==> config.mk <==
export PLATFORM = sky130hd
export DESIGN_NAME = bmp_top
export DESIGN_NICKNAME = d
export VERILOG_FILES = /design/src/verilog/bmp_crc16.v /design/src/verilog/bmp_fifo.v /design/src/verilog/bmp_top.v
export VERILOG_INCLUDE_DIRS = /design/src /design/src/verilog
export SDC_FILE = /design/constraint.sdc
export NUM_CORES = 1
export LEC_CHECK = 0
export BUFFER_PORTS_ARGS = -buffer_cell sky130_fd_sc_hd__clkbuf_2
export CELL_PAD_IN_SITES_DETAIL_PLACEMENT = 1
export CELL_PAD_IN_SITES_GLOBAL_PLACEMENT = 1
export CORE_ASPECT_RATIO = 0.8
export CORE_MARGIN = 2
export CORE_UTILIZATION = 40
export CTS_CLUSTER_SIZE = 16
export DETAILED_ROUTE_END_ITERATION = 12
export PLACE_DENSITY_LB_ADDON = 0.3
export SYNTH_ARGS = -nofsm -noshare
export SYNTH_HDL_FRONTEND = slang
export SYNTH_SLANG_ARGS = --single-unit
==> constraint.sdc <==
create_clock -name clock -period 4.2 [get_ports clock]
set_input_delay 0.21 -clock clock [delete_from_list [all_inputs] [get_ports clock]]
set_output_delay 0.21 -clock clock [all_outputs]
set_load 0.01 [all_outputs]
==> src/verilog/bmp_defines.vh <==
// constants for the block metadata and protection information stage
`ifndef BMP_DEFINES_VH
`define BMP_DEFINES_VH

// protection information size and layout
`define BMP_PI_BYTES     8'h08
`define BMP_PI_GUARD_HI  3'h0
`define BMP_PI_GUARD_LO  3'h1
`define BMP_PI_APP_HI    3'h2
`define BMP_PI_APP_LO    3'h3
`define BMP_PI_REF_B3    3'h4
`define BMP_PI_REF_B2    3'h5
`define BMP_PI_REF_B1    3'h6
`define BMP_PI_REF_B0    3'h7

// guard crc
`define BMP_CRC_POLY     16'h8bb7
`define BMP_CRC_INIT     16'h0000

// protection types, zero means no protection
`define BMP_TYPE_NONE    2'h0
`define BMP_TYPE_1       2'h1
`define BMP_TYPE_2       2'h2
`define BMP_TYPE_3       2'h3

// tag values that switch checking off
`define BMP_APP_ESCAPE   16'hffff
`define BMP_REF_ESCAPE   32'hffffffff

// completion status
`define BMP_ST_OK        8'h00
`define BMP_ST_GUARD     8'h01
`define BMP_ST_APP       8'h02
`define BMP_ST_REF       8'h03

// data path sizes
`define BMP_BLK_BYTES    512
`define BMP_FIFO_DEPTH   4
`define BMP_FIFO_AW      2

`endif

==> src/verilog/bmp_crc16.v <==
// byte-serial guard crc register
`timescale 1ns/100ps
`include "bmp_defines.vh"

module bmp_crc16 #(
  parameter [15:0] POLY = `BMP_CRC_POLY,
  parameter [15:0] INIT = `BMP_CRC_INIT
) (
  // clock and reset
  input  wire        clock,
  input  wire        rst,
  // control
  input  wire        clear,
  input  wire        enable,
  input  wire [7:0]  byte_in,
  // running value
  output reg  [15:0] crc_r
);

  reg     [15:0] crc_nxt;
  reg            fb;
  integer        i;

  // msb first, no reflection
  always @* begin
    crc_nxt = crc_r;
    fb      = 1'b0;
    for (i = 7; i >= 0; i = i - 1) begin
      fb      = crc_nxt[15] ^ byte_in[i];
      crc_nxt = {crc_nxt[14:0], 1'b0};
      if (fb) begin
        crc_nxt = crc_nxt ^ POLY;
      end
    end
  end

  // clear wins over update
  always @(posedge clock) begin
    if (rst || clear) begin
      crc_r <= INIT;
    end else if (enable) begin
      crc_r <= crc_nxt;
    end
  end

endmodule // bmp_crc16

==> src/verilog/bmp_fifo.v <==
// small synchronous fifo with valid and ready on both sides
`timescale 1ns/100ps
`include "bmp_defines.vh"

module bmp_fifo #(
  parameter WIDTH = 8,
  parameter DEPTH = `BMP_FIFO_DEPTH,
  parameter AW    = `BMP_FIFO_AW
) (
  // clock and reset
  input  wire             clock,
  input  wire             rst,
  // fill side
  input  wire             in_valid,
  output wire             in_ready,
  input  wire [WIDTH-1:0] in_data,
  // drain side
  output wire             out_valid,
  input  wire             out_ready,
  output wire [WIDTH-1:0] out_data
);

  reg [WIDTH-1:0] mem_r [0:DEPTH-1];
  reg [AW-1:0]    wr_r;
  reg [AW-1:0]    rd_r;
  reg [AW:0]      cnt_r;
  wire            push;
  wire            pop;

  // honest full and empty
  assign in_ready  = (cnt_r != DEPTH[AW:0]);
  assign out_valid = (cnt_r != {(AW+1){1'b0}});
  assign out_data  = mem_r[rd_r];
  assign push      = in_valid && in_ready;
  assign pop       = out_valid && out_ready;

  // storage
  always @(posedge clock) begin
    if (push) begin
      mem_r[wr_r] <= in_data;
    end
  end

  // pointers and fill level
  always @(posedge clock) begin
    if (rst) begin
      wr_r  <= {AW{1'b0}};
      rd_r  <= {AW{1'b0}};
      cnt_r <= {(AW+1){1'b0}};
    end else begin
      if (push) begin
        wr_r <= (wr_r == DEPTH[AW-1:0] - 1'b1) ? {AW{1'b0}} : wr_r + 1'b1;
      end
      if (pop) begin
        rd_r <= (rd_r == DEPTH[AW-1:0] - 1'b1) ? {AW{1'b0}} : rd_r + 1'b1;
      end
      if (push && !pop) begin
        cnt_r <= cnt_r + 1'b1;
      end else if (pop && !push) begin
        cnt_r <= cnt_r - 1'b1;
      end
    end
  end

endmodule // bmp_fifo

==> src/verilog/bmp_top.v <==
// metadata placement and protection information stage, host to media
//
// How it works
// - contiguous: metadata follows block data directly
// - contiguous: data and metadata share data stream
// - separate: metadata from its own stream
// - placement fixed at format, never mixed
// - protection information lives in metadata field
// - protection info first or last eight bytes
// - placed first: guard covers data only
// - placed last: guard adds preceding metadata
// - guard is sixteen-bit crc over data
// - no ip checksum guard form
// - guard, app tag, ref tag, msb first
// - app tag opaque except escape value
// - ref tag ties block to address
// - types one to three, fixed, reported
// - action clear: pass through, check, report
// - action set, eight bytes: generate, append
`timescale 1ns/100ps
`include "bmp_defines.vh"

module bmp_top #(
  parameter BLK_BYTES = `BMP_BLK_BYTES,
  parameter FIFO_DEPTH = `BMP_FIFO_DEPTH,
  parameter FIFO_AW = `BMP_FIFO_AW
) (
  // clock and reset
  input  wire        clock,
  input  wire        rst,
  // namespace format
  input  wire        fmt_load,
  input  wire        fmt_contig,
  input  wire [1:0]  fmt_pi_type,
  input  wire        fmt_pi_first,
  input  wire [7:0]  metadata_size,
  // identification data
  output reg  [1:0]  id_pi_type,
  // command
  input  wire        cmd_valid,
  output wire        cmd_ready,
  input  wire [15:0] cmd_nblocks,
  input  wire        pi_action_bit,
  input  wire [31:0] cmd_ref_tag,
  input  wire [15:0] cmd_app_tag,
  input  wire [15:0] cmd_app_mask,
  // host stream at the data pointer
  input  wire        hd_valid,
  output wire        hd_ready,
  input  wire [7:0]  hd_byte,
  // host stream at the metadata pointer
  input  wire        hm_valid,
  output wire        hm_ready,
  input  wire [7:0]  hm_byte,
  // media stream, extended blocks
  output wire        nv_valid,
  input  wire        nv_ready,
  output wire [7:0]  nv_byte,
  // completion
  output reg         done_valid,
  output reg  [7:0]  done_status
);

  ////////////////////////////////////////////////////////////////////////
  // states
  localparam [2:0] S_IDLE  = 3'd0;
  localparam [2:0] S_DATA  = 3'd1;
  localparam [2:0] S_META  = 3'd2;
  localparam [2:0] S_CHECK = 3'd3;
  localparam [2:0] S_DONE  = 3'd4;
  localparam [15:0] BLK_LAST = BLK_BYTES[15:0] - 16'h0001;

  reg  [2:0]  state_r;
  reg  [2:0]  state_nxt;

  // namespace format, held while a command runs
  reg         contig_r;
  reg  [1:0]  type_r;
  reg         first_r;
  reg  [7:0]  msize_r;

  // command context
  reg         act_r;
  reg  [31:0] ref_r;
  reg  [15:0] app_r;
  reg  [15:0] mask_r;
  reg  [15:0] nblk_r;
  reg  [15:0] blk_r;
  reg  [15:0] cnt_r;

  // received protection information and sticky errors
  reg  [63:0] pi_rx_r;
  reg         g_err_r;
  reg         a_err_r;
  reg         r_err_r;

  // data path
  wire        pi_on;
  wire        gen_all;
  wire        in_pi;
  wire [7:0]  pi_start;
  wire [2:0]  pi_k;
  wire        gen_pi;
  wire        src_v;
  wire [7:0]  src_b;
  reg  [7:0]  gen_b;
  wire [7:0]  out_b;
  wire        out_v;
  wire        f_rdy;
  wire        fire;
  wire        crc_en;
  wire        crc_clr;
  wire [15:0] crc_val;
  wire        last_data;
  wire        last_meta;

  // check terms
  wire [15:0] rx_guard;
  wire [15:0] rx_app;
  wire [31:0] rx_ref;
  wire        escape;
  wire        do_check;
  wire        last_blk;

  ////////////////////////////////////////////////////////////////////////
  // format selection
  assign pi_on   = (type_r != `BMP_TYPE_NONE);
  // action set with bare protection info: no metadata taken from host
  assign gen_all = pi_on && act_r && (msize_r == `BMP_PI_BYTES);

  // protection info window inside the metadata field
  assign pi_start = first_r ? 8'h00 : msize_r - `BMP_PI_BYTES;
  assign in_pi    = pi_on && (state_r == S_META) &&
                    (cnt_r[7:0] >= pi_start) &&
                    (cnt_r[7:0] < pi_start + `BMP_PI_BYTES);
  assign pi_k     = cnt_r[2:0] - pi_start[2:0];
  assign gen_pi   = in_pi && act_r;

  assign last_data = (cnt_r == BLK_LAST);
  assign last_meta = (cnt_r[7:0] == msize_r - 8'h01);

  // generated bytes, most significant first
  always @* begin
    case (pi_k)
      `BMP_PI_GUARD_HI: gen_b = crc_val[15:8];
      `BMP_PI_GUARD_LO: gen_b = crc_val[7:0];
      `BMP_PI_APP_HI:   gen_b = app_r[15:8];
      `BMP_PI_APP_LO:   gen_b = app_r[7:0];
      `BMP_PI_REF_B3:   gen_b = ref_r[31:24];
      `BMP_PI_REF_B2:   gen_b = ref_r[23:16];
      `BMP_PI_REF_B1:   gen_b = ref_r[15:8];
      default:          gen_b = ref_r[7:0];
    endcase
  end

  ////////////////////////////////////////////////////////////////////////
  // source steering
  // data always from the data pointer; metadata by placement mode
  assign src_v = (state_r == S_DATA) ? hd_valid :
                 contig_r ? hd_valid : hm_valid;
  assign src_b = (state_r == S_DATA) ? hd_byte :
                 contig_r ? hd_byte : hm_byte;

  // metadata bytes either pass or are overwritten by generated info
  assign out_b = gen_pi ? gen_b : src_b;
  assign out_v = ((state_r == S_DATA) && hd_valid) ||
                 ((state_r == S_META) && (gen_all || src_v));
  assign fire  = out_v && f_rdy;

  // ready goes back only to the stream that feeds this byte
  assign hd_ready = f_rdy && ((state_r == S_DATA) ||
                    ((state_r == S_META) && contig_r && !gen_all));
  assign hm_ready = f_rdy && (state_r == S_META) &&
                    !contig_r && !gen_all;
  assign cmd_ready = (state_r == S_IDLE);

  ////////////////////////////////////////////////////////////////////////
  // guard crc: data, plus metadata before a trailing info field
  assign crc_en  = fire && ((state_r == S_DATA) ||
                   ((state_r == S_META) && !first_r && !in_pi));
  assign crc_clr = (state_r == S_IDLE) || (state_r == S_CHECK);

  // only the crc form of the guard exists here
  bmp_crc16 #(
    .POLY (`BMP_CRC_POLY),
    .INIT (`BMP_CRC_INIT)
  ) u_crc (
    .clock   (clock),
    .rst     (rst),
    .clear   (crc_clr),
    .enable  (crc_en),
    .byte_in (src_b),
    .crc_r   (crc_val)
  );

  ////////////////////////////////////////////////////////////////////////
  // output buffer toward the media
  bmp_fifo #(
    .WIDTH (8),
    .DEPTH (FIFO_DEPTH),
    .AW    (FIFO_AW)
  ) u_fifo (
    .clock     (clock),
    .rst       (rst),
    .in_valid  (out_v),
    .in_ready  (f_rdy),
    .in_data   (out_b),
    .out_valid (nv_valid),
    .out_ready (nv_ready),
    .out_data  (nv_byte)
  );

  ////////////////////////////////////////////////////////////////////////
  // check terms from the received info field
  assign rx_guard = pi_rx_r[63:48];
  assign rx_app   = pi_rx_r[47:32];
  assign rx_ref   = pi_rx_r[31:0];
  // escape values switch checking off for this block
  assign escape   = (type_r == `BMP_TYPE_3) ?
                    ((rx_app == `BMP_APP_ESCAPE) &&
                     (rx_ref == `BMP_REF_ESCAPE)) :
                    (rx_app == `BMP_APP_ESCAPE);
  assign do_check = pi_on && !act_r && !escape &&
                    (msize_r >= `BMP_PI_BYTES);
  assign last_blk = (blk_r + 16'h0001 == nblk_r);

  ////////////////////////////////////////////////////////////////////////
  // next state
  always @* begin
    state_nxt = state_r;
    case (state_r)
      S_IDLE: begin
        if (cmd_valid) begin
          state_nxt = (cmd_nblocks == 16'h0000) ? S_DONE : S_DATA;
        end
      end
      S_DATA: begin
        if (fire && last_data) begin
          state_nxt = (msize_r == 8'h00) ? S_CHECK : S_META;
        end
      end
      S_META: begin
        if (fire && last_meta) begin
          state_nxt = S_CHECK;
        end
      end
      S_CHECK: begin
        state_nxt = last_blk ? S_DONE : S_DATA;
      end
      S_DONE: begin
        state_nxt = S_IDLE;
      end
      default: begin
        state_nxt = S_IDLE;
      end
    endcase
  end

  // state register
  always @(posedge clock) begin
    if (rst) begin
      state_r <= S_IDLE;
    end else begin
      state_r <= state_nxt;
    end
  end

  ////////////////////////////////////////////////////////////////////////
  // format registers, loaded only between commands
  always @(posedge clock) begin
    if (rst) begin
      contig_r   <= 1'b1;
      type_r     <= `BMP_TYPE_NONE;
      first_r    <= 1'b0;
      msize_r    <= 8'h00;
      id_pi_type <= `BMP_TYPE_NONE;
    end else if (fmt_load && (state_r == S_IDLE)) begin
      contig_r   <= fmt_contig;
      type_r     <= fmt_pi_type;
      first_r    <= fmt_pi_first;
      msize_r    <= metadata_size;
      id_pi_type <= fmt_pi_type;
    end
  end

  ////////////////////////////////////////////////////////////////////////
  // command context and byte counter
  always @(posedge clock) begin
    if (rst) begin
      act_r  <= 1'b0;
      ref_r  <= 32'h00000000;
      app_r  <= 16'h0000;
      mask_r <= 16'h0000;
      nblk_r <= 16'h0000;
      blk_r  <= 16'h0000;
      cnt_r  <= 16'h0000;
    end else begin
      case (state_r)
        S_IDLE: begin
          if (cmd_valid) begin
            act_r  <= pi_action_bit;
            ref_r  <= cmd_ref_tag;
            app_r  <= cmd_app_tag;
            mask_r <= cmd_app_mask;
            nblk_r <= cmd_nblocks;
            blk_r  <= 16'h0000;
            cnt_r  <= 16'h0000;
          end
        end
        S_DATA, S_META: begin
          if (fire) begin
            cnt_r <= (state_nxt != state_r) ? 16'h0000 : cnt_r + 16'h0001;
          end
        end
        S_CHECK: begin
          // expected reference follows the block address
          if (type_r != `BMP_TYPE_3) begin
            ref_r <= ref_r + 32'h00000001;
          end
          blk_r <= blk_r + 16'h0001;
          cnt_r <= 16'h0000;
        end
        default: begin
          cnt_r <= 16'h0000;
        end
      endcase
    end
  end

  ////////////////////////////////////////////////////////////////////////
  // capture the received info field as it passes
  always @(posedge clock) begin
    if (rst) begin
      pi_rx_r <= 64'h0000000000000000;
    end else if (fire && in_pi) begin
      pi_rx_r <= {pi_rx_r[55:0], src_b};
    end
  end

  ////////////////////////////////////////////////////////////////////////
  // sticky check errors for the command
  always @(posedge clock) begin
    if (rst || (state_r == S_IDLE)) begin
      g_err_r <= 1'b0;
      a_err_r <= 1'b0;
      r_err_r <= 1'b0;
    end else if ((state_r == S_CHECK) && do_check) begin
      if (rx_guard != crc_val) begin
        g_err_r <= 1'b1;
      end
      // tag compared only under the mask, never interpreted
      if (((rx_app ^ app_r) & mask_r) != 16'h0000) begin
        a_err_r <= 1'b1;
      end
      if ((type_r != `BMP_TYPE_3) && (rx_ref != ref_r)) begin
        r_err_r <= 1'b1;
      end
    end
  end

  ////////////////////////////////////////////////////////////////////////
  // completion, guard first then application then reference
  always @(posedge clock) begin
    if (rst) begin
      done_valid  <= 1'b0;
      done_status <= `BMP_ST_OK;
    end else begin
      done_valid <= (state_r == S_DONE);
      if (state_r == S_DONE) begin
        if (g_err_r) begin
          done_status <= `BMP_ST_GUARD;
        end else if (a_err_r) begin
          done_status <= `BMP_ST_APP;
        end else if (r_err_r) begin
          done_status <= `BMP_ST_REF;
        end else begin
          done_status <= `BMP_ST_OK;
        end
      end
    end
  end

endmodule // bmp_top
* After elaboration in Yosys (flattened, before gate mapping)
Memories as Yosys holds them, arrays and structs flattened. A register that Yosys moved wholly into a read port is not among the register bits.
Cells that the tools add are included.
** Storage, ports and cells
- Bits of input ports :: 116
- Logic and storage cells :: 187
- Bits in latches :: 0
- Memory bits (read-only) :: 0
- Register bits :: 227
- Bits in writable memories :: 32
- Memories :: 1
- Output and inout port bits :: 23
** Memory list
- u_fifo.mem_r :: depth 4, bits a word 8, read ports 1, clocked after Yosys merged registers in 1, write ports 1, line bmp_fifo.v:23 : reg [WIDTH-1:0] mem_r [0:DEPTH-1];
** Operators by class
- Reductions and logical operators :: 63
- Shift-type cells :: 0
- Magnitude comparators :: 3
- Bitwise logic cells :: 18
- Divide/modulo/power cells :: 0
- Mux-type cells :: 42
- Add/subtract/negate cells :: 11
- Equality and inequality tests :: 27
- Multiply operators :: 0
** Operators with widths (count)
- $mux W16 :: 11
- $not A10 Y10 :: 8
- $mux W32 :: 2
- $pmux W16 S2 :: 2
- $pmux W32 S2 :: 1
- $pmux W8 S7 :: 1
- $add A16 B1 Y16 const B :: 2
- $add A32 B1 Y32 const B :: 1
- $eq A32 B32 Y1 const B :: 1
- $mux W8 :: 4
- $ne A32 B32 Y1 :: 1
- $logic_and A1 B1 Y1 :: 31
- $mux W3 :: 7
- $and A16 B16 Y16 :: 1
- $eq A16 B16 Y1 :: 1
- $eq A16 B16 Y1 const B :: 1
- $eq A16 B9 Y1 const B :: 1
- $logic_not A16 Y1 :: 1
- $ne A16 B16 Y1 :: 1
- $reduce_bool A16 Y1 :: 1
- $xor A16 B16 Y16 :: 1
- $mux W2 :: 7
- $eq A3 B2 Y1 const B :: 4
- $eq A3 B3 Y1 const B :: 4
- 29 further kinds :: 69

* Longest topological paths before layout
Gate-level depths: netlist of the first run.
- Depth after elaboration :: 18
- Mapped depth :: 18
- Mapped depth without buffers :: 15

* Hierarchy
From an unflattened synthesis of the first run, not the netlist that was laid out.
** Unflattened totals
- Cell total of the unflattened synthesis :: 1684
- Area total of the unflattened synthesis :: 13885.8 sq um
** Modules (own cells, without submodules)
- bmp_top :: cells each 1496, area each 11213.3 sq um, instances 1, sequential area each 3963.8 sq um
- bmp_fifo :: cells each 90, area each 1634.1 sq um, instances 1, sequential area each 1141.1 sq um
- bmp_crc16 :: cells each 98, area each 1038.5 sq um, instances 1, sequential area each 320.3 sq um

* Worst setup path after synthesis of the first run
OpenSTA, ideal clock, no wires.
- Path type :: reg-to-reg
- Start point :: register msize_r[3]
- End point :: register pi_rx_r[10]
- Data required time :: 4.072 ns
- Slack :: 0.505 ns
- Arrival :: 3.567 ns
- Library setup time :: 0.128 ns
- Stages on the path, launching flop included :: 19
- Cells stage by stage :: dfxtp_1 clkbuf_1 inv_1 ha_1 or2_2 inv_1 ha_1 nand2_1 nor2_1 xor2_1 ha_1 a21oi_1 nand2_1 nor4_1 and2_1 clkbuf_1 buf_2 mux2i_1 nor2_1
** On the way
- Cells in the longest elaborated chain, start to end :: 7
- Elaborated cells on any way between the ends :: 14
- Those cells by class :: add/sub (2); order compare (2); eq/ne (1); mux (1); reduce/logical (8)
** Ends and longest elaborated chain
- start: declaration :: line bmp_top.v:80 : reg [7:0] msize_r;
- start signal: assignment :: line bmp_top.v:281 : msize_r <= metadata_size;
- branches (longest 6 deep; another with $sub A8 B4 Y8)
- $logic_and A1 B1 Y1 * :: line bmp_top.v:335 : end else if (fire && in_pi) begin
- end signal: assignment :: line bmp_top.v:336 : pi_rx_r <= {pi_rx_r[55:0], src_b};
- end: declaration :: line bmp_top.v:92 : reg [63:0] pi_rx_r;
Every way passes the cells marked *.
A chain may end at the register's enable or synchronous reset.

* Worst setup path in the final report of the first run
- Start point :: register msize_r[4]
- End point :: register pi_rx_r[37]
The elaborated chain is that of the path after synthesis.

==> results.ini, run 1 <==
[run_status]
outcome = finished clean

[power]
swShare = 0.288
power_per_cell_area_nw_per_um2 = 387
p_leak_nw = 6.41
power_frac_seq = 0.418
ir_drop_uv = 305
switching_power_mw = 1.86
clock_power_share = 0.402
combPwrFrac = 0.179
internal_power_mw = 4.61

[timing]
final-setup-viol-count = 0
max-slew-margin-rel = 0.263
layout_min_cycle_time_ps = 3910
worst_slew_pin_slew_ps = 1100
rsz0062_at_grt = no
slew_violations = 0
post-route-period-util = 0.931
finalSetupTns_ps = 0
fmax_ghz = 0.256
skew_ps = 25.0
hold_viol = 0

[floorplan]
die_h_um = 171
die_w_um = 212
rows = 60
dieArea_um2 = 36200
initial_utilization = 0.409
core_area_um2 = 33900
pin_count = 139

[run]
max_cap_viol_count = 0

[clocking]
htreeDepth = 1
cts_tree = built
clock-sinks = 255
clock_latency_ps = 570
cts_buffers = 28
cts_max_path_buffers = 3
cts-root-buf = clkbuf_16
clk_pin_slew_worst_paths_ps = 60

[global_route]
overflow = 0
grt_pass1_vias = 13300
grt_max_degree = 99
grt_usage = 0.262
grt_pass1_wl_um = 74100
antenna_found_initial = 3

[worst_setup_path]
required_ps = 4600
crit_slowest_cell = dfxtp_1
critPathLaunchType = flip-flop
path_class = reg -> reg
path_cells = inv_1, ha_1, or2_2, inv_1, ha_1, nand2_1, nor2_1, xor2_1, ha_1, a21oi_1, nand2_1, nor4_4, buf_4, and2_4, buf_12, mux2i_1, nor2_1
cp_common_cell = ha_1
endpoint_kind = flip-flop
critPathMaxStageDelay_ps = 430
cp_top_family = simple AND/OR/NAND/NOR gates
arrival_ps = 4310
cp_max_fo = 46
crit_buf_inv = 4

[place]
place_area_um2 = 15000
io_buffer_count = 132
dp_hpwl_um = 33300
gp_congestion = 0.943

[logic_synthesis]
synth_top_area_cell = dfxtp_1
netlist_instances = 1639
async_flop_share = 0
ys_ff_latch = 255
synth_top_area_frac = 0.322
syn_area_um2 = 13900
synth_edf_count = 32
synth_area_per_cell_um2 = 8.46
yosys_warnings = 0
ys_seq_area_frac = 0.391
ys.flop_type = dfxtp_1
ys_types = 71
ys_top_cells_by_area = dfxtp_1 32%, edfxtp_1 6.9%, nand2_1 5.9%, a21oi_1 5.6%, mux2i_1 5.3%

[layout]
layout_commonest_cell = dfxtp_1
nNetsFinal = 1950
layout-drive-gt1-share = 0.139
final_area_um2 = 16700
layout_common_cells = 223 x dfxtp_1, 216 x nand2_1, 187 x nor2_1, 154 x a21oi_1, 131 x clkbuf_2
syn_to_final_growth_pct = 20.6
fill_cells = 4018

[routing]
wl_per_cell_um = 20.8
firstDrtPassIters = 6
via_per_inst = 5.62
num_vias = 12900
drc_errors = 0
routed_wl_um = 47700
drtIter0Drc = 1000
ant_nets = 0

[hold_path]
hold_class = in -> reg

registers in the layout (all words and copies together) (netlist names), 3 cells and up, named ones only:
name and count:
app_r 16, blk_r 16, cnt_r 16, mask_r 16
msize_r 8, nblk_r 16, pi_rx_r 64, ref_r 32
state_r 3, u_crc.crc_r 16, u_fifo.cnt_r 3, u_fifo.mem_r 32
final timing paths:
path	from	cells after the start	to	slack (ps)
worst max-delay path	msize_r[4]$_SDFFE_PP0P_	17	pi_rx_r[37]$_SDFFE_PP0P_	290
worst min-delay path	cmd_ref_tag[8]	5	ref_r[8]$_SDFFE_PP0P_	20
worst min register to register	mask_r[1]$_SDFFE_PP0P_	2	mask_r[1]$_SDFFE_PP0P_	460
worst max register to register	msize_r[4]$_SDFFE_PP0P_	17	pi_rx_r[37]$_SDFFE_PP0P_	290
cell families (layout without fill, tap and decap cells):
kind of cell             after synthesis  count (layout)  synth area share
multiplexers                          88              88            0.0746
AND/OR/NAND/NOR                      641             641             0.215
AO/OA/AOI/OAI                        347             347             0.150
flip-flops                           255             255             0.391
buffers and inverters                132             316            0.0388
other                                  1               9          0.000271
XOR/XNOR                             147             147             0.103
adder cells (fa/ha/maj)               28              28            0.0264
worst min-delay path: stages:
cell and delay [ps]:
clkbuf_2 80, nand2_1 50, nand2_1 60, a22oi_1 80
nor2_1 80
metal layers:
metal	wire length, um	track usage
met5	0	0
met4	1220	0.0686
met3	2410	0.0431
met2	23000	0.454
met1	21100	0.340
power groups by stage:
stage / Clock (mW) / Combinational, mW / Sequential, mW
after global routing: 2.74 / 1.26 / 2.72
after detailed placement: 0 / 1.09 / 2.76
final: 2.60 / 1.16 / 2.71
after floorplan: 0 / 0.766 / 2.67
after global placement: 0 / 1.05 / 2.75
after CTS: 2.64 / 1.15 / 2.71
stage by stage:
stage	setup WS, ps	std cells	power, mW	hold WS [ps]	utilization
global placement	378	2167	3.80	424	0.443
finish	290	2296	6.47	22.1	0.494
global route	38.6	2294	6.72	25.4	0.494
detailed placement	128	2167	3.85	437	0.443
CTS	91.1	2293	6.49	5.01	0.493
floorplan	505	1644	3.44	334	-
cell type report:
| class | instances | area [um2] | share of cell area |
|---|---|---|---|
| antenna | 3 | 7.51 | 0.000449 |
| sequential | 255 | 5430 | 0.324 |
| clock inverter | 11 | 121 | 0.00726 |
| timing repair buffer | 240 | 1690 | 0.101 |
| inverter | 24 | 90.1 | 0.00539 |
| clock buffer | 41 | 852 | 0.0510 |
| tap | 465 | 582 | 0.0348 |
| multi-input combinational | 1257 | 7960 | 0.476 |
synth_stat cells (13+ instances only):
| library cell | number |
|---|---|
| a211oi_1 | 24 |
| a21oi_1 | 155 |
| dfxtp_1 | 223 |
| nor4_1 | 26 |
| xor2_1 | 77 |
| and2_1 | 26 |
| nor2_1 | 189 |
| nand4_1 | 29 |
| mux2i_1 | 73 |
| clkbuf_1 | 86 |
| o21ai_0 | 72 |
| nand3_1 | 34 |
| ha_1 | 26 |
| or3_1 | 13 |
| xnor2_1 | 59 |
| inv_1 | 24 |
| a22oi_1 | 20 |
| nor2b_1 | 13 |
| nor3_1 | 32 |
| nand2_1 | 217 |
| edfxtp_1 | 32 |
timing repair:
| action | 4_1_cts | 5_1_grt |
|---|---|---|
| endpoints found under the hold margin | 75 | 0 |
| endpoints found under the setup margin | 0 | 80 |
| gates resized for setup | 0 | 4 |
| setup buffers | 0 | 0 |
| hold buffers | 74 | 0 |
Power figures use the tool's default switching activity.
==> run 2, diff against run 1 <==
HOLD_SLACK_MARGIN = 0.1   (was default)
RECOVER_POWER = 100   (was default)
SKIP_CTS_REPAIR_TIMING = 1   (was default)
==> run 2 against run 1 <==
- routed wire length is 1.5% higher
- combinational power barely moved
- critical path type unchanged
- non-clock buffer count grew 14
- clock power about the same
- global-route usage decreased by 1.1 points
- clock skew down 1.0 ps
- critical path depth stayed put
- the flow now finishes with violations (max-capacitance violations, max-slew violations)
- via count is 0.53% higher
- sequential power about the same
- sequential cell count did not move
==> results.ini, run 2 (synthesized netlist as in run 1, its figures left out) <==
[timing]
fin_ws_ps = 223
layout_min_cycle_time_ps = 3980
post-route-period-util = 0.947
max-slew-margin-rel = -0.585
final-setup-viol-count = 0
slew_violations = 84
skew_ps = 24.0
worst_slew_pin_slew_ps = 2380
fmax_ghz = 0.251
hold_viol = 0
holdWs_ps = 17.8

[floorplan]
pin_count = 139
rows = 60
core_area_um2 = 33900
die_w_um = 212
dieArea_um2 = 36200
die_h_um = 171
initial_utilization = 0.409

[routing]
firstDrtPassIters = 5
routed_wl_um = 48400
via_per_inst = 5.62
drtIter0Drc = 997
ant_nets = 0
wl_per_cell_um = 21.0
drc_errors = 0
num_vias = 13000

[clocking]
cts_max_path_buffers = 3
htreeDepth = 1
cts_buffers = 28
cts-root-buf = clkbuf_16
clk_pin_slew_worst_paths_ps = 60
cts_tree = built
clock-sinks = 255
clock_latency_ps = 570

[run]
max_cap_viol_count = 2

[worst_setup_path]
cp_max_fo = 46
arrival_ps = 4400
endpoint_kind = flip-flop
path_class = reg -> reg
required_ps = 4620
critPathLaunchType = flip-flop
timing.rr.start = msize_r[4]$_SDFFE_PP0P_
crit_start = msize_r[4]$_SDFFE_PP0P_

[layout]
seq_area_um2 = 5430
final_area_um2 = 16800
fill_cells = 4042
nNetsFinal = 1964
layout_commonest_cell = dfxtp_1
layout-drive-gt1-share = 0.125
syn_to_final_growth_pct = 21.3
multi_input_area_um2 = 7950
reg.largest.list = pi_rx_r: 64 flops, ref_r: 32 flops, u_fifo.mem_r: 32 flops
layout_common_cells = 223 x dfxtp_1, 217 x nand2_1, 187 x nor2_1, 154 x a21oi_1, 114 x clkbuf_2
fin_util = 0.497
regMostFlops = pi_rx_r
largest_reg_flops = 64

[run_status]
outcome = complete, but fails checks
failed_checks = max-capacitance violations, max-slew violations

[power]
p_leak_nw = 6.40
power_mw = 6.48
ir_drop_uv = 304
power_per_cell_area_nw_per_um2 = 386

[global_route]
grt_max_degree = 99
overflow = 0
grt_usage = 0.251
antenna_found_initial = 2
grt_pass1_vias = 12700
grt_pass1_wl_um = 71000

[hold_path]
hold_path_startpoint = cmd_ref_tag[13]
hold_class = in -> reg

[place]
place_area_um2 = 15000
dpl_worst_slack_ps = 128
io_buffer_count = 132
gp_congestion = 0.943
dp_hpwl_um = 33300

[run 2: cell count changes in the layout (fill, tap and decap cells not counted), sizes merged]
cell,change
clkbuf,+2
dlygate4sd3,+14
diode,-2
buf,-2
[run 2: final cells by class]
class / instances / share of cell area
Multi-Input combinational cell: 1257 / 0.473
Sequential cell: 255 / 0.323
Timing Repair Buffer: 254 / 0.106
Clock buffer: 41 / 0.0507
Tap cell: 465 / 0.0346
Clock inverter: 11 / 0.00722
Inverter: 24 / 0.00536
Antenna cell: 1 / 0.000149
[run 2: per-stage QoR]
step | setup TNS [ps] | std cells
6_report | 0 | 2308
4_1_cts | 0 | 2219
2_1_floorplan | 0 | 1644
3_3_place_gp | 0 | 2167
3_5_place_dp | 0 | 2167
5_1_grt | -37.1 | 2308
[run 2: power by group]
| group | internal [mW] | total, mW | switching (mW) |
|---|---|---|---|
| clock network | 1.53 | 2.61 | 1.07 |
| logic | 0.515 | 1.17 | 0.654 |
| registers | 2.56 | 2.71 | 0.146 |
[run 2: critical path: stages, from the launching register on]
cell	delay, ps
dfxtp_1	430
inv_1	100
ha_1	270
or2_2	300
inv_1	80
ha_1	190
nand2_1	60
nor2_1	120
xor2_1	170
ha_1	270
a21oi_1	150
nand2_1	100
nor4_4	390
buf_4	280
and2_4	190
buf_12	260
mux2i_1	330
nor2_1	90
[run 2: final timing paths]
check	endpoint	slack, ps	cells after the start
max	pi_rx_r[44]$_SDFFE_PP0P_	220	17
min	ref_r[13]$_SDFFE_PP0P_	20	5
max reg2reg	pi_rx_r[44]$_SDFFE_PP0P_	220	17
min reg2reg	mask_r[1]$_SDFFE_PP0P_	460	2
[run 2: metal layers]
layer / share of wire / track usage / up-vias
met5: 0 / 0 / -
met4: 0.023 / 0.0505 / 0
met3: 0.050 / 0.0431 / 75
met2: 0.49 / 0.432 / 338
met1: 0.44 / 0.331 / 6446
li1: - / - / 6110
